[config.mk]
export PLATFORM = sky130hd
export DESIGN_NAME = sdtas_top
export DESIGN_NICKNAME = d
export VERILOG_FILES = /design/src/sdtas_pkg.sv /design/src/sdtas_irq.sv /design/src/sdtas_top.sv
export SDC_FILE = /design/constraint.sdc
export NUM_CORES = 1
export LEC_CHECK = 0
export ABC_AREA = 1
export BUFFER_PORTS_ARGS = -buffer_cell sky130_fd_sc_hd__buf_4
export CAP_MARGIN = 10
export CORE_UTILIZATION = 40
export CTS_BUF_LIST = sky130_fd_sc_hd__clkbuf_8
export DETAILED_ROUTE_END_ITERATION = 16
export PLACE_DENSITY_LB_ADDON = 0.3
export SETUP_SLACK_MARGIN = 0.3
export SLEW_MARGIN = 0
export SYNTH_ARGS = -nofsm -noshare
export SYNTH_HDL_FRONTEND = slang
export SYNTH_HIERARCHICAL = 1
export SYNTH_SLANG_ARGS = --single-unit
[constraint.sdc]
create_clock -name aclk -period 1.4 [get_ports aclk]
set_input_delay 0.28 -clock aclk [delete_from_list [all_inputs] [get_ports aclk]]
set_output_delay 0.28 -clock aclk [all_outputs]
set_load 0.01 [all_outputs]
[src/sdtas_pkg.sv]
package sdtas_pkg;
  localparam int ADDR_W = 8;
  localparam int DATA_W = 32;
  localparam logic [ADDR_W-1:0] PRESENT_OFF = 8'h24;
  localparam logic [ADDR_W-1:0] INT_STATUS_OFF = 8'h30;
  localparam logic [ADDR_W-1:0] INT_CLEAR_OFF = 8'h34;
  localparam logic [ADDR_W-1:0] INT_ENABLE_OFF = 8'h38;
  localparam int TX_WOK_BIT = 10;
  localparam int RD_ACT_BIT = 9;
  localparam int WR_ACT_BIT = 8;
  localparam int DAT_ACT_BIT = 2;
  localparam int INHIBIT_BIT = 1;
  localparam int INT_DONE_BIT = 0;
  localparam int INT_GAP_BIT = 1;
  localparam int INT_W = 2;
  localparam logic [INT_W-1:0] INT_EN_RST = 2'h0;
  localparam logic [1:0] RESP_OKAY = 2'h0;
  localparam logic [1:0] RESP_SLVERR = 2'h2;
endpackage : sdtas_pkg

[src/sdtas_irq.sv]
`timescale 1ns/1ps
module sdtas_irq
  import sdtas_pkg::*;
(
  input wire logic aclk,
  input wire logic aresetn,
  input wire logic [sdtas_pkg::INT_W-1:0] event_set,
  input wire logic clear_we,
  input wire logic enable_we,
  input wire logic [sdtas_pkg::INT_W-1:0] wr_bits,
  output logic [sdtas_pkg::INT_W-1:0] status,
  output logic [sdtas_pkg::INT_W-1:0] enable,
  output logic irq
);
  typedef struct packed {
    logic [INT_W-1:0] status;
    logic [INT_W-1:0] enable;
    logic irq;
  } sdtas_irq_t;

  sdtas_irq_t irq_reg;
  sdtas_irq_t irq_next;

  always_comb begin
    irq_next = irq_reg;
    // a new event in the clearing cycle survives the clear
    if (clear_we) begin
      irq_next.status = irq_reg.status & ~wr_bits;
    end
    irq_next.status = irq_next.status | event_set;
    if (enable_we) begin
      irq_next.enable = wr_bits;
    end
    irq_next.irq = |(irq_next.status & irq_next.enable);
  end

  always_ff @(posedge aclk) begin
    if (!aresetn) begin
      irq_reg <= '{status: '0, enable: INT_EN_RST, irq: 1'b0};
    end else begin
      irq_reg <= irq_next;
    end
  end

  assign status = irq_reg.status;
  assign enable = irq_reg.enable;
  assign irq = irq_reg.irq;
endmodule : sdtas_irq

[src/sdtas_top.sv]
`timescale 1ns/1ps
module sdtas_top
  import sdtas_pkg::*;
(
  input wire logic aclk,
  input wire logic aresetn,
  // axi4-lite slave
  input wire logic [sdtas_pkg::ADDR_W-1:0] s_axi_awaddr,
  input wire logic s_axi_awvalid,
  output logic s_axi_awready,
  input wire logic [sdtas_pkg::DATA_W-1:0] s_axi_wdata,
  input wire logic [3:0] s_axi_wstrb,
  input wire logic s_axi_wvalid,
  output logic s_axi_wready,
  output logic [1:0] s_axi_bresp,
  output logic s_axi_bvalid,
  input wire logic s_axi_bready,
  input wire logic [sdtas_pkg::ADDR_W-1:0] s_axi_araddr,
  input wire logic s_axi_arvalid,
  output logic s_axi_arready,
  output logic [sdtas_pkg::DATA_W-1:0] s_axi_rdata,
  output logic [1:0] s_axi_rresp,
  output logic s_axi_rvalid,
  input wire logic s_axi_rready,
  // transfer engine events, same clock
  input wire logic rd_cmd_end,
  input wire logic wr_cmd_end,
  input wire logic cont_req,
  input wire logic gap_stop_request,
  input wire logic rd_all_done,
  input wire logic rd_valid_done,
  input wire logic rd_last_end_bit,
  input wire logic rd_gap_halt,
  input wire logic wr_crc_status,
  input wire logic wr_last_block,
  input wire logic tx_all_written,
  input wire logic tx_buf_full,
  // status out
  output logic read_transfer_active,
  output logic write_transfer_active,
  output logic data_line_active,
  output logic tx_write_ok,
  output logic cmd_inhibit_dat,
  output logic irq
);
  typedef struct packed {
    logic rd_act;
    logic wr_act;
    logic dat_act;
    logic tx_wok;
    logic dir_wr;
    logic inhibit;
    logic aw_have;
    logic [ADDR_W-1:0] aw_addr;
    logic w_have;
    logic [DATA_W-1:0] w_data;
    logic w_lane0;
    logic awready;
    logic wready;
    logic bvalid;
    logic [1:0] bresp;
    logic arready;
    logic rvalid;
    logic [1:0] rresp;
    logic [DATA_W-1:0] rdata;
  } sdtas_state_t;

  sdtas_state_t st_reg;
  sdtas_state_t st_next;

  logic [INT_W-1:0] int_status_w;
  logic [INT_W-1:0] int_en_w;
  logic [INT_W-1:0] event_w;
  logic clear_we_w;
  logic enable_we_w;
  logic rd_set;
  logic rd_clr;
  logic wr_set;
  logic wr_clr;
  logic dat_set;
  logic dat_clr;

  function automatic logic is_mapped(input logic [ADDR_W-1:0] addr);
    is_mapped = (addr == PRESENT_OFF) || (addr == INT_STATUS_OFF) ||
                (addr == INT_CLEAR_OFF) || (addr == INT_ENABLE_OFF);
  endfunction : is_mapped

  function automatic logic [DATA_W-1:0] read_word(input logic [ADDR_W-1:0] addr,
                                                  input sdtas_state_t s,
                                                  input logic [INT_W-1:0] sts,
                                                  input logic [INT_W-1:0] en);
    logic [DATA_W-1:0] v;
    v = '0;
    case (addr)
      PRESENT_OFF: begin
        v[TX_WOK_BIT] = s.tx_wok;
        v[RD_ACT_BIT] = s.rd_act;
        v[WR_ACT_BIT] = s.wr_act;
        v[DAT_ACT_BIT] = s.dat_act;
        v[INHIBIT_BIT] = s.inhibit;
      end
      INT_STATUS_OFF: v[INT_W-1:0] = sts;
      INT_ENABLE_OFF: v[INT_W-1:0] = en;
      default: v = '0;
    endcase
    read_word = v;
  endfunction : read_word

  always_comb begin
    st_next = st_reg;
    // activity flags; a set wins over a clear in the same cycle
    rd_set = rd_cmd_end || (cont_req && !st_reg.dir_wr);
    rd_clr = rd_all_done || (gap_stop_request && rd_valid_done);
    wr_set = wr_cmd_end || (cont_req && st_reg.dir_wr);
    wr_clr = wr_crc_status && (wr_last_block || gap_stop_request);
    dat_set = rd_cmd_end || wr_cmd_end || cont_req;
    if (st_reg.dir_wr) begin
      dat_clr = wr_clr;
    end else begin
      dat_clr = rd_last_end_bit || (gap_stop_request && rd_gap_halt);
    end
    if (rd_set) begin
      st_next.rd_act = 1'b1;
    end else if (rd_clr) begin
      st_next.rd_act = 1'b0;
    end
    if (wr_set) begin
      st_next.wr_act = 1'b1;
    end else if (wr_clr) begin
      st_next.wr_act = 1'b0;
    end
    if (dat_set) begin
      st_next.dat_act = 1'b1;
    end else if (dat_clr) begin
      st_next.dat_act = 1'b0;
    end
    if (wr_cmd_end) begin
      st_next.dir_wr = 1'b1;
    end else if (rd_cmd_end) begin
      st_next.dir_wr = 1'b0;
    end
    if (tx_all_written) begin
      st_next.tx_wok = 1'b1;
    end else if (tx_buf_full) begin
      st_next.tx_wok = 1'b0;
    end
    st_next.inhibit = st_next.dat_act || st_next.rd_act;

    // interrupt events on falling flags
    event_w = '0;
    event_w[INT_DONE_BIT] = (st_reg.rd_act && !st_next.rd_act) ||
                            (st_reg.dir_wr && st_reg.dat_act && !st_next.dat_act);
    event_w[INT_GAP_BIT] = !st_reg.dir_wr && gap_stop_request &&
                           st_reg.dat_act && !st_next.dat_act;

    // write channel: address and data taken in either order
    clear_we_w = 1'b0;
    enable_we_w = 1'b0;
    if (s_axi_awvalid && st_reg.awready) begin
      st_next.aw_have = 1'b1;
      st_next.aw_addr = s_axi_awaddr;
    end
    if (s_axi_wvalid && st_reg.wready) begin
      st_next.w_have = 1'b1;
      st_next.w_data = s_axi_wdata;
      st_next.w_lane0 = s_axi_wstrb[0];
    end
    if (st_next.aw_have && st_next.w_have && !st_reg.bvalid) begin
      st_next.bvalid = 1'b1;
      st_next.bresp = is_mapped(st_next.aw_addr) ? RESP_OKAY : RESP_SLVERR;
      st_next.aw_have = 1'b0;
      st_next.w_have = 1'b0;
      clear_we_w = (st_next.aw_addr == INT_CLEAR_OFF) && st_next.w_lane0;
      enable_we_w = (st_next.aw_addr == INT_ENABLE_OFF) && st_next.w_lane0;
    end else if (st_reg.bvalid && s_axi_bready) begin
      st_next.bvalid = 1'b0;
    end
    st_next.awready = !st_next.aw_have && !st_next.bvalid;
    st_next.wready = !st_next.w_have && !st_next.bvalid;

    // read channel: one cycle from address to data
    if (s_axi_arvalid && st_reg.arready) begin
      st_next.rvalid = 1'b1;
      st_next.rresp = is_mapped(s_axi_araddr) ? RESP_OKAY : RESP_SLVERR;
      st_next.rdata = read_word(s_axi_araddr, st_reg, int_status_w, int_en_w);
    end else if (st_reg.rvalid && s_axi_rready) begin
      st_next.rvalid = 1'b0;
    end
    st_next.arready = !st_next.rvalid;
  end

  always_ff @(posedge aclk) begin
    if (!aresetn) begin
      st_reg <= '0;
    end else begin
      st_reg <= st_next;
    end
  end

  sdtas_irq u_irq (
    .aclk(aclk),
    .aresetn(aresetn),
    .event_set(event_w),
    .clear_we(clear_we_w),
    .enable_we(enable_we_w),
    .wr_bits(st_next.w_data[INT_W-1:0]),
    .status(int_status_w),
    .enable(int_en_w),
    .irq(irq)
  );

  assign s_axi_awready = st_reg.awready;
  assign s_axi_wready = st_reg.wready;
  assign s_axi_bvalid = st_reg.bvalid;
  assign s_axi_bresp = st_reg.bresp;
  assign s_axi_arready = st_reg.arready;
  assign s_axi_rvalid = st_reg.rvalid;
  assign s_axi_rresp = st_reg.rresp;
  assign s_axi_rdata = st_reg.rdata;
  assign read_transfer_active = st_reg.rd_act;
  assign write_transfer_active = st_reg.wr_act;
  assign data_line_active = st_reg.dat_act;
  assign tx_write_ok = st_reg.tx_wok;
  assign cmd_inhibit_dat = st_reg.inhibit;
endmodule : sdtas_top

==> flow_summary.yaml, run 1 <==
status:
  status: "finished, violations left"
  violations: "DRC, setup timing"
layout:
  largest_reg_flops: 14
  antenna_cells: 0
  area_growth_pct: 44.8
  nets: 432
  fillers: 388
  final_cell_count_no_fill: 414
  final-seq-area_um2: 756
  layout-drive-gt1-share_pct: 38.1
  final_cell_area_um2: 2770
  fin_util_pct: 61.9
  multi_input_area_um2: 990
worst_setup_path:
  critPathCaptureType: "flop"
  critPathKind: "flop to flop"
  critical_path.startpoint: "s_axi_awready"
  r2r_cells: 12
  critPathRequiredTime_ns: 1.60
  arrival_ns: 1.73
  crit_fanout: 7
  r2r_slack_ns: -0.12
  r2r-start: "s_axi_awready"
  r2r_end: "u_irq/irq"
  critPathLaunchType: "flop"
detailed_routing:
  wire_per_inst_um: 10.2
  drt-total-wl_um: 4220
  avgViaCountPerCell: 4.46
  drc: 2
  ant_nets: 0
  dr.pass1.iters: 10
  drt_iter0_drc: 96
  vias: 1847
pwr:
  p_total_mw: 2.97
  p_seq_share_pct: 40.2
  irDropWorstVdd_mv: 0.819
  combPwrFrac_pct: 23.0
  switchingPower_mw: 0.796
  power.density_nw_per_um2: 1070
  swShare_pct: 26.8
  internal-power_mw: 2.18
  power.leakage_nw: 1.42
  p_clk_share_pct: 36.8
clock_network:
  clk_path_buf_depth: 2
  ctsHoldBuffers: 0
  cts_root_buf: "clkbuf_8"
  cts_sinks: 37
  clk_pin_slew_worst_paths_ns: 0.08
  clk_latency_ns: 0.30
  cts_tree: "done"
  numCtsBuffers: 5
  h-tree-depth: 2
yosys:
  syn_area_um2: 1910
  synth-adder-area-share_pct: 0
  synthCells: 283
  synth_top_family_by_area: "simple AND/OR/NAND/NOR gates"
  synth_xor_xnor_area_share_pct: 0
  yosys_warnings: 6
  synth_compound_area_share_pct: 9.55
  ys_top_cells_by_area: "dfxtp_1 (39%), buf_4 (14%), nand2_1 (12%)"
  synth.ff_latch_count: 37
  yosysSeqAreaShare_pct: 38.7
  synth_top_cell_area_share_pct: 38.7
  syn_avg_cell_area_um2: 6.76
  yosys.area_share.simple_pct: 27.6
  synth_mux_area_share_pct: 0
  synth_cell_types: 20
  yosysTopAreaCell: "dfxtp_1"
placement:
  place_inst: 396
  dp_hpwl_um: 2840
  placed_cell_area_um2: 2360
  pre_cts_slack_ns: -0.191
  finalWeightedCongestion: 0.766
  io_buffers: 56
timing:
  setup_tns_ns: -0.273
  max_freq_ghz: 0.656
  period_needed_ns: 1.52
  skew_ns: 0.0110
  rsz0062_at_grt: "true"
  whs_ns: 0.189
  setup_viol: 4
  fin_crit_sh_pct: 109
  slew_violations: 0
  finalHoldViolations: 0
  fin_ws_ns: -0.125
grt:
  grt_max_degree: 15
  grt_overflow: 0
  grt_usage_pct: 16.8
  grt_pass1_vias: 1573
  antenna_found_initial: 0
  grt_pass1_wl_um: 6580
floorplan:
  core_um2: 4470
  die_area_um2: 5060
  chipWidth_um: 71.1
  die_h_um: 71.1
  initial_core_util_pct: 42.7
  num_rows: 24
  io_pins: 118
min_path:
  min_path_type: "input pin to flop"
  hold_depth: 3
  min_from: "tx_all_written"
  holdPathEnd: "tx_write_ok"
job:
  cap_violations: 0
[cells in the mapped netlist]
master    number
nor2_2         1
nand2_2        2
or2_2          2
o21ai_1        1
clkbuf_1       3
nor2_1        33
a22oi_1        1
nand2_1       63
o21ai_0       12
a21oi_1       17
dfxtp_1       37
buf_6          1
o21ai_2        2
buf_4         36
nand3_1       24
inv_1         44
nand3_2        1
conb_1         1
nor3_1         1
o21a_1         1
[timing repair]
item,4_1_cts,5_1_grt
buffers inserted,2,6
endpoints found under the hold margin,0,0
pin swaps,5,13
setup endpoints to repair,13,25
resized for setup,19,40
cloned,0,2
[power groups by stage]
stage	Clock, mW	Sequential, mW	Combinational, mW
final	1.09	1.20	0.683
after global routing	1.18	1.21	0.758
after CTS	1.11	1.19	0.581
after detailed placement	0	1.20	0.550
after global placement	0	1.20	0.544
after floorplan	0	1.21	0.353
[logic make-up after synthesis]
| family | Yosys count |
|---|---|
| AOI/OAI and AO/OA | 34 |
| buffers and inverters | 84 |
| DFF | 37 |
| other | 1 |
| and+or+nand+nor | 127 |
[final cells by class]
class                   instances  share of cell area, %
repair inverters                1                  0.271
flip-flops and latches         37                   27.3
multi-input cells             190                   35.8
clock inverters                 3                   2.35
clock buffers                   5                   2.49
well taps                      52                   2.35
inverters                      44                   6.10
repair buffers                 82                   23.4
[critical path, cell delays in order, from the launching register on]
cell and delay, ns:
dfxtp_4 0.44, nand2_8 0.08, buf_6 0.13, nand2_4 0.06
o21ai_4 0.07, nor2_2 0.13, nand2_2 0.08, nor2_4 0.13
inv_2 0.06, nand2_2 0.07, nand2_1 0.05, nand3_1 0.08
nand2_1 0.05
[layer usage]
metal,part of all wire [%],track usage [%],vias up
li1,-,-,964
met1,47,20.0,805
met2,46,28.2,70
met3,4.7,2.99,8
met4,2.4,10.0,0
met5,0,0,-
[worst max-delay path by stage]
stage,endpoint,slack (ns),depth (start not counted)
2_1_floorplan,u_irq/irq,-0.002,12
3_3_place_gp,u_irq/irq,-0.16,13
3_5_place_dp,u_irq/irq,-0.19,13
4_1_cts,u_irq/irq,-0.07,11
5_1_grt,u_irq/irq,-0.21,12
6_report,u_irq/irq,-0.12,12
[cell usage in the layout, fill, tap and decap left out, drive strengths merged]
master    instances
inv              43
a22oi             1
clkinv            1
bufinv            2
conb             28
nand2            66
clkinvlp          2
o21ai            15
a21oi            17
buf              82
o21a              1
dfxtp            37
or2               2
nand3            25
nor2             34
clkbuf            5
nor3              1
(Power assumes the default switching activity.)
==> inputs of run 2 (changes only) <==
--- a/config.mk
+++ b/config.mk
@@ -8,13 +8,12 @@
 export ABC_AREA = 1
 export BUFFER_PORTS_ARGS = -buffer_cell sky130_fd_sc_hd__buf_4
 export CAP_MARGIN = 10
-export CORE_UTILIZATION = 40
-export CTS_BUF_LIST = sky130_fd_sc_hd__clkbuf_8
+export CORE_UTILIZATION = 39
+export CTS_BUF_LIST = sky130_fd_sc_hd__clkbuf_4 sky130_fd_sc_hd__clkbuf_8 sky130_fd_sc_hd__clkbuf_16
 export DETAILED_ROUTE_END_ITERATION = 16
 export PLACE_DENSITY_LB_ADDON = 0.3
 export SETUP_SLACK_MARGIN = 0.3
 export SLEW_MARGIN = 0
 export SYNTH_ARGS = -nofsm -noshare
 export SYNTH_HDL_FRONTEND = slang
-export SYNTH_HIERARCHICAL = 1
 export SYNTH_SLANG_ARGS = --single-unit
==> run 2 against run 1 <==
  * The flow finishes with violations (setup timing)
  * Worst hold slack improved by 0.0076 ns
  * Maximum frequency rose by 6.0%
  * Combinational power rose by 3.8%
  * Via count fell by 3.5%
  * Register-to-register slack improved by 0.09 ns
  * Synthesized area rose by 2.8%
  * Synthesized cell count fell by 2.5%
  * Total power fell by 11%
  * Non-clock buffer count fell by 4
  * Clock skew fell by 0.0071 ns
  * Clock power fell by 32%
  * Count of clock-buffer cells in the layout rose by 1
==> flow_summary.yaml, run 2 <==
placement:
  io_buffers: 56
  place_inst: 401
  dp_hpwl_um: 2910
  finalWeightedCongestion: 0.718
detailed_routing:
  wl_met1_um: 1850
  drt-total-wl_um: 4110
  dr_wl_met2_um: 2020
  avgViaCountPerCell: 4.28
  wire_per_inst_um: 9.89
  vias: 1782
  drc: 0
  wl_met3_um: 185
  drt_iter0_drc: 34
  ant_nets: 0
  top_layer: "met4"
  dr.pass1.iters: 4
yosys:
  synth.ff_latch_count: 37
  yosysTopAreaCell: "dfxtp_1"
  synthCells: 276
  syn_area_um2: 1970
  yosys_warnings: 0
  async_flop_share_pct: 0
  synth.most_common_cell: "nand2_1"
  synth_edf_count: 0
  ys_top_cells_by_area: "dfxtp_1 (38%), buf_4 (14%), nand2_1 (9.9%)"
  syn_avg_cell_area_um2: 7.12
  synth_top_flop_cell: "dfxtp_1"
  synth_common_cells: "nand2_1 (52), inv_1 (42), dfxtp_1 (37)"
  yosysSeqAreaShare_pct: 37.7
  synth_top_cell_area_share_pct: 37.7
  synth_cell_types: 28
clock_network:
  cts_tree: "done"
  clk_path_buf_depth: 2
  clk_latency_ns: 0.29
  clk_pin_slew_worst_paths_ns: 0.07
  h-tree-depth: 2
  numCtsBuffers: 5
  cts_root_buf: "clkbuf_8"
  cts_sinks: 37
layout:
  final_cell_mix: "buf_4 (71), nand2_1 (41), inv_1 (38)"
  final_cell_count_no_fill: 416
  layout-drive-gt1-share_pct: 39.8
  antenna_cells: 0
  largest_reg_flops: 14
  nets: 419
  area_growth_pct: 38.2
  mostFrequentLayoutCell: "buf_4"
pwr:
  irDropWorstVdd_mv: 0.485
  p_total_mw: 2.63
  power.leakage_nw: 1.36
  power.density_nw_per_um2: 970
timing:
  fin_crit_sh_pct: 103
  setup_viol: 1
  fin_ws_ns: -0.0382
  rsz0062_at_grt: "true"
  slew_violations: 0
  period_needed_ns: 1.44
  whs_ns: 0.197
  max_freq_ghz: 0.695
  finalHoldViolations: 0
  skew_ns: 0.00397
floorplan:
  chipWidth_um: 73.0
  die_area_um2: 5330
  io_pins: 118
  initial_core_util_pct: 41.1
  die_h_um: 73.0
  num_rows: 25
  core_um2: 4790
worst_setup_path:
  critPathKind: "flop to flop"
  arrival_ns: 1.63
  critPathRequiredTime_ns: 1.59
  r2r_slack_ns: -0.04
  crit_fanout: 7
  critPathCaptureType: "flop"
  critPathLaunchType: "flop"
grt:
  grt_overflow: 0
  grt_pass1_wl_um: 6330
  grt_usage_pct: 15.5
  antenna_found_initial: 0
  grt_max_degree: 16
  grt_pass1_vias: 1481
job:
  cap_violations: 0
status:
  violations: "setup timing"
  status: "finished, violations left"
min_path:
  min_path_type: "input pin to flop"
==> run 2: critical path, stage by stage (launching register included) <==
cell     delay [ns]
dfxtp_4        0.41
buf_6          0.15
nand3_2        0.07
nand2_2        0.11
nand2_4        0.07
nor2_4         0.16
nand4_1        0.10
nand2_1        0.11
nor2_4         0.05
nand2_1        0.06
nand2_1        0.05
==> run 2: area by class of cell <==
class / count / area [µm²]
Inverter: 44 / 170
Clock inverter: 2 / 10.0
Timing Repair Buffer: 78 / 612
Tap cell: 67 / 83.8
Sequential cell: 37 / 751
Clock buffer: 6 / 76.3
Multi-Input combinational cell: 182 / 1010
Fill cell: 461 / 2070
==> run 2: kinds of logic (layout without fill, tap and decap cells) <==
family	Yosys count	count (layout)	share of synthesized area, %
buffers and inverters	85	130	23.5
other	1	28	0.191
and+or+nand+nor	115	116	27.6
AOI/OAI and AO/OA	38	38	11.1
DFF	37	37	37.7
==> run 2: per-stage QoR <==
step / setup slack (ns) / utilization (%) / TNS, ns / area (µm²)
final: -0.0382 / 56.8 / -0.0382 / 2720
after global routing: -0.121 / 56.8 / -0.172 / 2720
after CTS: 0.00588 / 53.3 / 0 / 2550
after detailed placement: -0.0879 / 51.0 / -0.0879 / 2440
after global placement: -0.0767 / 51.0 / -0.0767 / 2440
after floorplan: 0.0417 / - / 0 / 2110
==> run 2: repair_timing <==
item                                    4_1_cts  5_1_grt
pin swaps                                     3       27
buffers inserted                              0        6
endpoints found under the hold margin         0        0
cloned                                        0        1
hold buffers                                  0        0
gates resized for setup                       9       33
endpoints found under the setup margin       15       24
==> run 2: path summary, 6_finish.rpt <==
kind | from | end | cells past startpoint
max | s_axi_awready | u_irq.irq | 10
min | tx_all_written | tx_write_ok | 3
max reg2reg | s_axi_awready | u_irq.irq | 10
min reg2reg | write_transfer_active | s_axi_rdata[8] | 2
==> run 2: report_power, final <==
group          internal, mW  switching [mW]  total (mW)
clock network         0.364           0.373       0.737
registers              1.14          0.0520        1.19
logic                 0.333           0.376       0.709
total                  1.83           0.801        2.63
==> run 2: layer usage <==
metal	GRT usage (%)	up-vias
met5	0	-
met4	5.23	0
met3	3.31	6
met2	26.1	53
met1	19.4	783
li1	-	940
